$ cat src/incr_skip_or_defines.svh
`ifndef INCR_SKIP_OR_DEFINES_SVH
`define INCR_SKIP_OR_DEFINES_SVH

// Opcode patterns on the 14-bit program word.
`define OP_INCR_SKIP_HI 6'h0f
`define OP_OR_FILE_HI 6'h04
`define OP_OR_LIT_HI 6'h38
`define OP_HI_MSB 13
`define OP_HI_LSB 8
`define DEST_BIT 7
`define FADDR_MSB 6
`define LIT_MSB 7
`define W_RESET 8'h00
`define Z_RESET 1'b0
`define QPHASE_RESET 2'h0

`endif

$ cat src/incr_skip_or_pkg.sv
package incr_skip_or_pkg;

    typedef enum logic [1:0] {
        OPK_NONE,
        OPK_INCR_SKIP,
        OPK_OR_LIT,
        OPK_OR_FILE
    } op_kind_t;

    typedef struct packed {
        op_kind_t kind;
        logic dest_file;
        logic [6:0] faddr;
        logic [7:0] literal;
    } decoded_t;

    typedef struct packed {
        logic wr_en;
        logic [6:0] addr;
        logic [7:0] data;
    } file_write_t;

endpackage

$ cat src/op_decoder.sv
`timescale 1ns/1ps
`include "incr_skip_or_defines.svh"

module op_decoder (
    input wire logic [13:0] word_i,
    output incr_skip_or_pkg::decoded_t dec_o
);

    always_comb begin
        dec_o.kind = incr_skip_or_pkg::OPK_NONE;
        dec_o.dest_file = word_i[`DEST_BIT];
        dec_o.faddr = word_i[`FADDR_MSB:0];
        dec_o.literal = word_i[`LIT_MSB:0];
        case (word_i[`OP_HI_MSB:`OP_HI_LSB])
            `OP_INCR_SKIP_HI: dec_o.kind = incr_skip_or_pkg::OPK_INCR_SKIP;
            `OP_OR_LIT_HI: dec_o.kind = incr_skip_or_pkg::OPK_OR_LIT;
            `OP_OR_FILE_HI: dec_o.kind = incr_skip_or_pkg::OPK_OR_FILE;
            default: dec_o.kind = incr_skip_or_pkg::OPK_NONE;
        endcase
    end

endmodule // op_decoder

$ cat src/incr_skip_and_or_ops.sv
// Overview of operation
// - Word 00 1111 dfff ffff is decoded and adds one to the addressed file register.
// - The incremented value goes to the working register when d is 0, else to the file.
// - A zero increment result turns the next instruction into a no-operation cycle.
// - A nonzero increment result lets the next instruction run normally in one cycle.
// - The skip cycle writes neither the working register, the zero flag nor any file register.
// - Word 11 1000 kkkk kkkk ORs the working register with the literal into itself.
// - The literal OR completes in one cycle, writing the working register in the fourth quarter.
// - Word 00 0100 dfff ffff ORs working and file registers into the chosen destination.
`timescale 1ns/1ps
`include "incr_skip_or_defines.svh"

module incr_skip_and_or_ops (
    input wire logic mclk_i,
    input wire logic rst_n_i,
    input wire logic [13:0] instr_i,
    input wire logic [7:0] file_rdata_i,
    output logic [1:0] qphase_o,
    output logic [6:0] file_raddr_o,
    output incr_skip_or_pkg::file_write_t file_wr_o,
    output logic [7:0] working_register_o,
    output logic zero_flag_o,
    output logic skip_cycle_o,
    output logic cycle_end_o
);

    // One instruction cycle is four clocks; qphase 0..3 stands for Q1..Q4.
    // The fetch path holds instr_i stable for the whole cycle.
    logic [1:0] qphase_reg;
    logic skip_reg;
    logic [7:0] operand_reg;
    logic [7:0] result_reg;
    logic [7:0] w_reg;
    logic z_reg;
    incr_skip_or_pkg::decoded_t dec_reg;
    incr_skip_or_pkg::decoded_t dec_now;
    logic result_zero_reg;
    logic fw_wr_en_reg;
    logic [6:0] fw_addr_reg;
    logic [7:0] fw_data_reg;
    logic [6:0] raddr_reg;
    logic cycle_end_reg;

    op_decoder u_dec (
        .word_i(instr_i),
        .dec_o(dec_now)
    );

    always_ff @(posedge mclk_i or negedge rst_n_i) begin
        if (!rst_n_i) begin
            qphase_reg <= `QPHASE_RESET;
        end else begin
            qphase_reg <= qphase_reg + 2'h1;
        end
    end

    // Q1: decode; a skip cycle latches an empty operation so Q2 to Q4 do nothing.
    always_ff @(posedge mclk_i or negedge rst_n_i) begin
        if (!rst_n_i) begin
            dec_reg <= '0;
        end else if (qphase_reg == 2'h0) begin
            if (skip_reg) begin
                dec_reg <= '0;
            end else begin
                dec_reg <= dec_now;
            end
        end
    end

    // The read address is left alone in a skipped cycle so the file read port stays quiet.
    always_ff @(posedge mclk_i or negedge rst_n_i) begin
        if (!rst_n_i) begin
            raddr_reg <= 7'h00;
        end else if (qphase_reg == 2'h0 && !skip_reg) begin
            raddr_reg <= dec_now.faddr;
        end
    end

    // Q2: read the file register or the literal.
    always_ff @(posedge mclk_i or negedge rst_n_i) begin
        if (!rst_n_i) begin
            operand_reg <= 8'h00;
        end else if (qphase_reg == 2'h1) begin
            if (dec_reg.kind == incr_skip_or_pkg::OPK_OR_LIT) begin
                operand_reg <= dec_reg.literal;
            end else begin
                operand_reg <= file_rdata_i;
            end
        end
    end

    // Q3: process.
    always_ff @(posedge mclk_i or negedge rst_n_i) begin
        if (!rst_n_i) begin
            result_reg <= 8'h00;
        end else if (qphase_reg == 2'h2) begin
            case (dec_reg.kind)
                incr_skip_or_pkg::OPK_INCR_SKIP: result_reg <= operand_reg + 8'h01;
                incr_skip_or_pkg::OPK_OR_LIT: result_reg <= w_reg | operand_reg;
                incr_skip_or_pkg::OPK_OR_FILE: result_reg <= w_reg | operand_reg;
                default: result_reg <= 8'h00;
            endcase
        end
    end

    // Q4: write to the destination, update the zero flag and arm the skip.
    always_ff @(posedge mclk_i or negedge rst_n_i) begin
        if (!rst_n_i) begin
            w_reg <= `W_RESET;
        end else if (qphase_reg == 2'h3) begin
            case (dec_reg.kind)
                incr_skip_or_pkg::OPK_INCR_SKIP: begin
                    if (!dec_reg.dest_file) begin
                        w_reg <= result_reg;
                    end
                end
                incr_skip_or_pkg::OPK_OR_LIT: w_reg <= result_reg;
                incr_skip_or_pkg::OPK_OR_FILE: begin
                    if (!dec_reg.dest_file) begin
                        w_reg <= result_reg;
                    end
                end
                default: w_reg <= w_reg;
            endcase
        end
    end

    // Zero detect is taken in Q3 next to the adder, so Q4 only has to pick a destination.
    // This keeps the skip decision off the carry chain at the cost of one flip-flop.
    always_ff @(posedge mclk_i or negedge rst_n_i) begin
        if (!rst_n_i) begin
            result_zero_reg <= 1'b0;
        end else if (qphase_reg == 2'h2) begin
            case (dec_reg.kind)
                incr_skip_or_pkg::OPK_INCR_SKIP: result_zero_reg <= (operand_reg == 8'hff);
                incr_skip_or_pkg::OPK_OR_LIT,
                incr_skip_or_pkg::OPK_OR_FILE: begin
                    result_zero_reg <= ((w_reg | operand_reg) == 8'h00);
                end
                default: result_zero_reg <= 1'b0;
            endcase
        end
    end

    // The increment leaves the zero flag untouched, unlike the plain increment.
    always_ff @(posedge mclk_i or negedge rst_n_i) begin
        if (!rst_n_i) begin
            z_reg <= `Z_RESET;
        end else if (qphase_reg == 2'h3) begin
            if (dec_reg.kind == incr_skip_or_pkg::OPK_OR_LIT
                || dec_reg.kind == incr_skip_or_pkg::OPK_OR_FILE) begin
                z_reg <= result_zero_reg;
            end
        end
    end

    // The write strobe is a one-clock pulse in Q4 so the register file sees one edge.
    always_ff @(posedge mclk_i or negedge rst_n_i) begin
        if (!rst_n_i) begin
            fw_wr_en_reg <= 1'b0;
        end else begin
            fw_wr_en_reg <= (qphase_reg == 2'h2) && dec_reg.dest_file
                && (dec_reg.kind == incr_skip_or_pkg::OPK_INCR_SKIP
                    || dec_reg.kind == incr_skip_or_pkg::OPK_OR_FILE);
        end
    end

    // Address and data load in every Q3; only the strobe says whether they matter.
    always_ff @(posedge mclk_i or negedge rst_n_i) begin
        if (!rst_n_i) begin
            fw_addr_reg <= 7'h00;
        end else if (qphase_reg == 2'h2) begin
            fw_addr_reg <= dec_reg.faddr;
        end
    end

    always_ff @(posedge mclk_i or negedge rst_n_i) begin
        if (!rst_n_i) begin
            fw_data_reg <= 8'h00;
        end else if (qphase_reg == 2'h2) begin
            if (dec_reg.kind == incr_skip_or_pkg::OPK_INCR_SKIP) begin
                fw_data_reg <= operand_reg + 8'h01;
            end else begin
                fw_data_reg <= w_reg | operand_reg;
            end
        end
    end

    // The skip flag is set at the end of the increment cycle and covers the whole next cycle.
    // A skipped cycle decodes as empty, so it clears the flag again at its own end.
    always_ff @(posedge mclk_i or negedge rst_n_i) begin
        if (!rst_n_i) begin
            skip_reg <= 1'b0;
        end else if (qphase_reg == 2'h3) begin
            skip_reg <= (dec_reg.kind == incr_skip_or_pkg::OPK_INCR_SKIP)
                        && result_zero_reg;
        end
    end

    always_ff @(posedge mclk_i or negedge rst_n_i) begin
        if (!rst_n_i) begin
            cycle_end_reg <= 1'b0;
        end else begin
            cycle_end_reg <= (qphase_reg == 2'h3);
        end
    end

    assign qphase_o = qphase_reg;
    assign file_raddr_o = raddr_reg;
    assign file_wr_o = {fw_wr_en_reg, fw_addr_reg, fw_data_reg};
    assign working_register_o = w_reg;
    assign zero_flag_o = z_reg;
    assign skip_cycle_o = skip_reg;
    assign cycle_end_o = cycle_end_reg;

endmodule // incr_skip_and_or_ops

$ cat config.mk
export PLATFORM = sky130hd
export DESIGN_NAME = incr_skip_and_or_ops
export DESIGN_NICKNAME = d
export VERILOG_FILES = /design/src/incr_skip_or_pkg.sv /design/src/op_decoder.sv /design/src/incr_skip_and_or_ops.sv
export VERILOG_INCLUDE_DIRS = /design/src
export SDC_FILE = /design/constraint.sdc
export NUM_CORES = 1
export LEC_CHECK = 0
export ABC_AREA = 0
export BUFFER_PORTS_ARGS = -buffer_cell sky130_fd_sc_hd__clkbuf_2
export CAP_MARGIN = 30
export CELL_PAD_IN_SITES_DETAIL_PLACEMENT = 1
export CELL_PAD_IN_SITES_GLOBAL_PLACEMENT = 1
export CORE_ASPECT_RATIO = 1.25
export CORE_MARGIN = 3
export CORE_UTILIZATION = 35
export DETAILED_ROUTE_END_ITERATION = 8
export PLACE_DENSITY = 0.75
export SYNTH_ARGS = -nofsm -noshare
export SYNTH_HDL_FRONTEND = slang
export SYNTH_SLANG_ARGS = --single-unit
$ cat constraint.sdc
create_clock -name mclk_i -period 3.5 [get_ports mclk_i]
set_input_delay 0.525 -clock mclk_i [delete_from_list [all_inputs] [get_ports mclk_i]]
set_output_delay 0.525 -clock mclk_i [all_outputs]
set_load 0.01 [all_outputs]
== After elaboration in Yosys (flattened, before gate mapping) ==
Cells that the tools add are included.

* Register bits: 71
* Input port bits: 24
* Output and inout bits: 36
* Logic and storage cells: 52

* $add $sub $neg: 2
* Equal/unequal tests: 11
* Mux-type cells: 8
* Bitwise logic cells: 1
* Reductions and logical operators: 14

{| class="wikitable"
|+ Operators by type and width
! operator !! number
|-
| case mux 8 bit (2 select lines) || 2
|-
| two-way mux 8 bit || 3
|-
| two-way mux 18 bit || 1
|-
| adder 8 x 1 -> 8 bit, second input constant || 1
|-
| == test 2 bit, second input constant || 4
|-
| == test 8 bit, second input constant || 1
|-
| zero test 8 bit || 1
|-
| OR 8 bit || 1
|-
| == test 6 x 3 -> 1 bit, second input constant || 1
|-
| == test 6 x 4 -> 1 bit, second input constant || 1
|-
| == test 6 bit, second input constant || 1
|-
| case mux 2 bit (3 select lines) || 1
|-
| == test 2 x 1 -> 1 bit, second input constant || 2
|-
| logical AND 1 bit || 4
|-
| OR reduction 2 bit || 2
|-
| AND reduction 3 bit || 1
|-
| adder 2 x 1 -> 2 bit, second input constant || 1
|-
| zero test 2 bit || 1
|-
| logical OR 1 bit || 2
|-
| inequality test 2 bit, second input constant || 1
|-
| case mux 1 bit (2 select lines) || 1
|-
| AND reduction 2 bit || 1
|-
| nonzero test 2 bit || 1
|-
| zero test 1 bit || 1
|}

== Depth between registers and ports, before layout ==
* Depth in word-level cells: 4
* Gate-level depth with buffers: 7
* Mapped depth without buffers: 5

== Modules after synthesis ==
From an unflattened synthesis, not the netlist that was laid out.

* Cell total of the unflattened synthesis: 330
* Area, all modules: 3367.0 um2

{| class="wikitable"
|+ By module, submodules not included
! module !! instances !! cells each !! area each (um2)
|-
| incr_skip_and_or_ops || 1 || 307 || 3185.6
|-
| op_decoder || 1 || 23 || 181.4
|}

== Worst setup path after synthesis ==
OpenSTA, ideal clock, no wires.

* Kind: reg2reg
* Start: register qphase_reg[0], in the netlist qphase_o[0]
* End: register fw_data_reg[2]
* Setup time: 83 ps
* Arrival time: 1623 ps
* Required time: 3417 ps
* Path slack: 1794 ps
* Stages on the path, launching flop included: 8
* Buffers on the path: 3
* Clock period less this slack: 1706 ps
* Cells stage by stage: dfrtp_1 inv_1 ha_1 clkbuf_2 clkbuf_1 clkbuf_1 o221ai_1 o21ai_0

* Word-level cells in the longest chain between the ends: 1

{| class="wikitable"
|+ RTL lines
! what !! RTL line !! text
|-
| from (decl) || incr_skip_and_or_ops.sv:29 || <nowiki>logic [1:0] qphase_reg;</nowiki>
|-
| from (signal assigned) || incr_skip_and_or_ops.sv:51 || <nowiki>qphase_reg <= `QPHASE_RESET;</nowiki>
|-
| from (signal assigned) || incr_skip_and_or_ops.sv:53 || <nowiki>qphase_reg <= qphase_reg + 2'h1;</nowiki>
|-
| == test 2 bit || incr_skip_and_or_ops.sv:180 || <nowiki>end else if (qphase_reg == 2'h2) begin</nowiki>
|-
| to (signal assigned) || incr_skip_and_or_ops.sv:182 || <nowiki>fw_data_reg <= operand_reg + 8'h01;</nowiki>
|-
| to (signal assigned) || incr_skip_and_or_ops.sv:184 || <nowiki>fw_data_reg <= w_reg | operand_reg;</nowiki>
|-
| to (decl) || incr_skip_and_or_ops.sv:40 || <nowiki>logic [7:0] fw_data_reg;</nowiki>
|}

Every way passes these cells.
A chain may end at the register's enable or synchronous reset.

== Final worst setup path ==
* Start: register qphase_reg[0], in the netlist qphase_o[0]
* End: register result_zero_reg

* Word-level cells in the longest chain between the ends: 1

{| class="wikitable"
|+ RTL lines
! what !! RTL line !! text
|-
| == test 2 bit || incr_skip_and_or_ops.sv:133 || <nowiki>end else if (qphase_reg == 2'h2) begin</nowiki>
|-
| to (signal assigned) || incr_skip_and_or_ops.sv:135 || <nowiki>incr_skip_or_pkg::OPK_INCR_SKIP: result_zero_reg <= (operand_reg == 8'hff);</nowiki>
|-
| to (signal assigned) || incr_skip_and_or_ops.sv:138 || <nowiki>result_zero_reg <= ((w_reg | operand_reg) == 8'h00);</nowiki>
|-
| to (decl) || incr_skip_and_or_ops.sv:37 || <nowiki>logic result_zero_reg;</nowiki>
|}

Every way passes these cells.

==> flow_summary_export.csv <==
group,metric,value,unit
clock_network,hold_buffers,0,
timing,hold_viol,0,
global_route,grt_pass1_vias,2463,
timing,period_needed,2.146,ns
synthesis,netlist_area,2866,um2
clock_network,htree_levels,3,
die,rows,36,
critical_path,worstSetupStartpoint,"qphase_o[0]",
run,max_cap_violations,0,
timing,setup_ws,1.354,ns
die,dieArea,9319,um2
layout,diodes,0,
synthesis,syn_avg_cell_area,10.20,um2
die,boundaryPins,60,
clock_network,clock_latency,0.34,ns
layout,fin_nets,366,
synthesis,synth_seq_cells,63,
timing,worst_clock_skew,0.006521,ns
synthesis,synth_cell_type_count,40,
die,initial_core_util,36.37,%
clock_network,clock-root-buffer,"clkbuf_8",
timing,slew_viol_final,0,
global_route,antenna_found_initial,0,
route,ant_nets,0,
critical_path,cp.arrival,2.37,ns
synthesis,synth-edff-count,0,
timing,fin_crit_sh,61.32,%
power,total_power,1.613,mW
clock_network,cts_setup_buffers,0,
route,viasPerCell,5.192,
synthesis,synth_fp_nets,310,
clock_network,clk_pin_slew,0.07,ns
critical_path,crit_type,"reg -> reg",
clock_network,clock-sinks,63,
power,power.leakage,1.631,nW
synthesis,ys.flop_type,"dfrtp_1",
timing,finalSetupViolCount,0,
power,power_density,470.3,nW/um2
critical_path,reg2reg_from,"qphase_o[0]",
route,drc_errors,0,
global_route,grt_max_degree,64,
timing,setup_tns,0,ns
place,dp.cells,420,
route,wl_per_cell,17.03,um
layout,area_delta_synth_final,19.64,%
synthesis,yosys_warnings,0,
layout,drive_gt1_share,28.07,%
timing,fmax,465.9,MHz
place,dpl.hpwl,5.301,mm
die,fp.dieH,107.2,um
critical_path,r2r_setup_slack,1.35,ns
worst_hold_path,hold_class,"in -> async",
global_route,groute.usage.overall,17.48,%
place,gp_congestion,0.7834,
timing,max_slew.worst_pin.slew,0.7914,ns
route,drt_iter0_drc,121,
power,ir_worst_vdd,0.1914,mV
route,vias,2269,
global_route,grt_pass1_wl,12.50,mm
die,core,7883,um2
place,io_buffers,59,
global_route,grt_overflow,0,
layout,final_util,43.51,%
clock_network,cts_buffer_depth,2,
timing,slew-limit-headroom,47.24,%
critical_path,end_kind,"flop",
clock_network,cts_resized,0,
critical_path,worstPathRequired,3.72,ns
run_status,status,"completed",
synthesis,syn_inst,281,
layout,nFillCells,897,
critical_path,crit_path_start_kind,"flop",
layout,largest_reg_flops,10,
clock_network,cts_buffers,9,
critical_path,crit_fanout,23,
clock_network,tritoncts,"yes",
synthesis,ys_seq_area_share,55.00,%
synthesis,synthArstFlopShare,100.0,%
place,pre_cts_ws,1.362,ns
timing,rsz0062_at_grt,"false",
route,wl,7.441,mm
route,first_pass_iters,4,
layout,final_cells,437,
die,die_width,86.95,um
==> through the flow <==
| step | cell area (um2) | hold slack, ns |
|---|---|---|
| CTS | 3422 | 0.3811 |
| floorplan | 2867 | 0.2294 |
| global route | 3430 | 0.4027 |
| finish | 3430 | 0.3484 |
| global placement | 3198 | 0.4597 |
| detailed placement | 3198 | 0.4659 |
==> cells by family (layout without fill, tap and decap cells) <==
| group | count (synthesis) | after routing | share of synthesized area, % |
|---|---|---|---|
| AOI/OAI and AO/OA | 64 | 64 | 13.27 |
| xor gates and xnor gates | 2 | 2 | 0.6112 |
| adders and majority gates | 5 | 5 | 2.182 |
| buffers and inverters | 36 | 97 | 5.892 |
| DFF | 63 | 63 | 55.00 |
| muxes | 27 | 27 | 10.26 |
| and+or+nand+nor | 84 | 84 | 12.79 |
==> cell usage in the layout, fill, tap and decap left out, types with 2 or more instances in the layout <==
| cell | count |
|---|---|
| clkbuf_1 | 2 |
| a21oi_1 | 11 |
| a2111oi_0 | 2 |
| clkbuf_8 | 11 |
| buf_4 | 3 |
| mux2_2 | 19 |
| ha_1 | 5 |
| mux2i_1 | 8 |
| or4_1 | 2 |
| bufinv_16 | 2 |
| inv_1 | 19 |
| nand2b_1 | 3 |
| dfrtp_1 | 63 |
| o21ai_0 | 32 |
| nand3_1 | 6 |
| nor2b_1 | 4 |
| xnor2_1 | 2 |
| a31oi_1 | 4 |
| nor2_1 | 23 |
| nor3_1 | 6 |
| nand2_1 | 36 |
| a311oi_1 | 3 |
| a211oi_1 | 2 |
| clkbuf_2 | 59 |
==> routing by layer <==
| metal | vias up | share of wire [%] | track usage, % |
|---|---|---|---|
| li1 | 1078 | - | - |
| met1 | 1122 | 41 | 20.91 |
| met2 | 56 | 52 | 29.86 |
| met3 | 13 | 5.0 | 4.074 |
| met4 | 0 | 1.9 | 7.016 |
| met5 | - | 0 | 0 |
==> cell usage after synthesis, types with 3 or more instances <==
cell,count,area [um2]
a31oi_1,4,25.02
a311oi_1,3,26.28
nor2_1,23,86.33
ha_1,5,62.56
nor3_1,6,30.03
nand2b_1,3,18.77
a21oi_1,11,55.05
buf_2,3,15.01
o21ai_0,32,160.2
dfrtp_1,63,1577
mux2i_1,8,80.08
nand2_1,36,135.1
nor2b_1,4,25.02
inv_1,19,71.32
clkbuf_1,8,30.03
nand3_1,6,30.03
mux2_2,19,214.0
==> report_power, final <==
part	switching, mW	internal (mW)
sequential	0.0306	0.758
clock	0.275	0.440
combinational	0.0615	0.0479
==> critical path: stages (launching register included) <==
cell	delay, ns
dfrtp_1	0.41
inv_1	0.12
ha_1	0.65
buf_4	0.39
and2b_1	0.21
a41oi_1	0.16
o21ai_1	0.09
==> final timing paths <==
check | endpoint | cells after the start
max | result_zero_reg | 6
max in group asynchronous | result_reg[5] | 2
min reg2reg | file_raddr_o[1] | 2
min in group mclk_i | file_raddr_o[6] | 3
min | dec_reg[8] | 2
max reg2reg | result_zero_reg | 6
==> area by class of cell <==
class / count / area (um2) / area share, %
flip-flops and latches: 63 / 1577 / 45.97
multi-input cells: 182 / 1121 / 32.69
repair buffers: 62 / 317.8 / 9.267
clock buffers: 13 / 158.9 / 4.633
well taps: 95 / 118.9 / 3.466
inverters: 19 / 71.32 / 2.080
clock inverters: 3 / 65.06 / 1.897
Power figures use the tool's default switching activity.
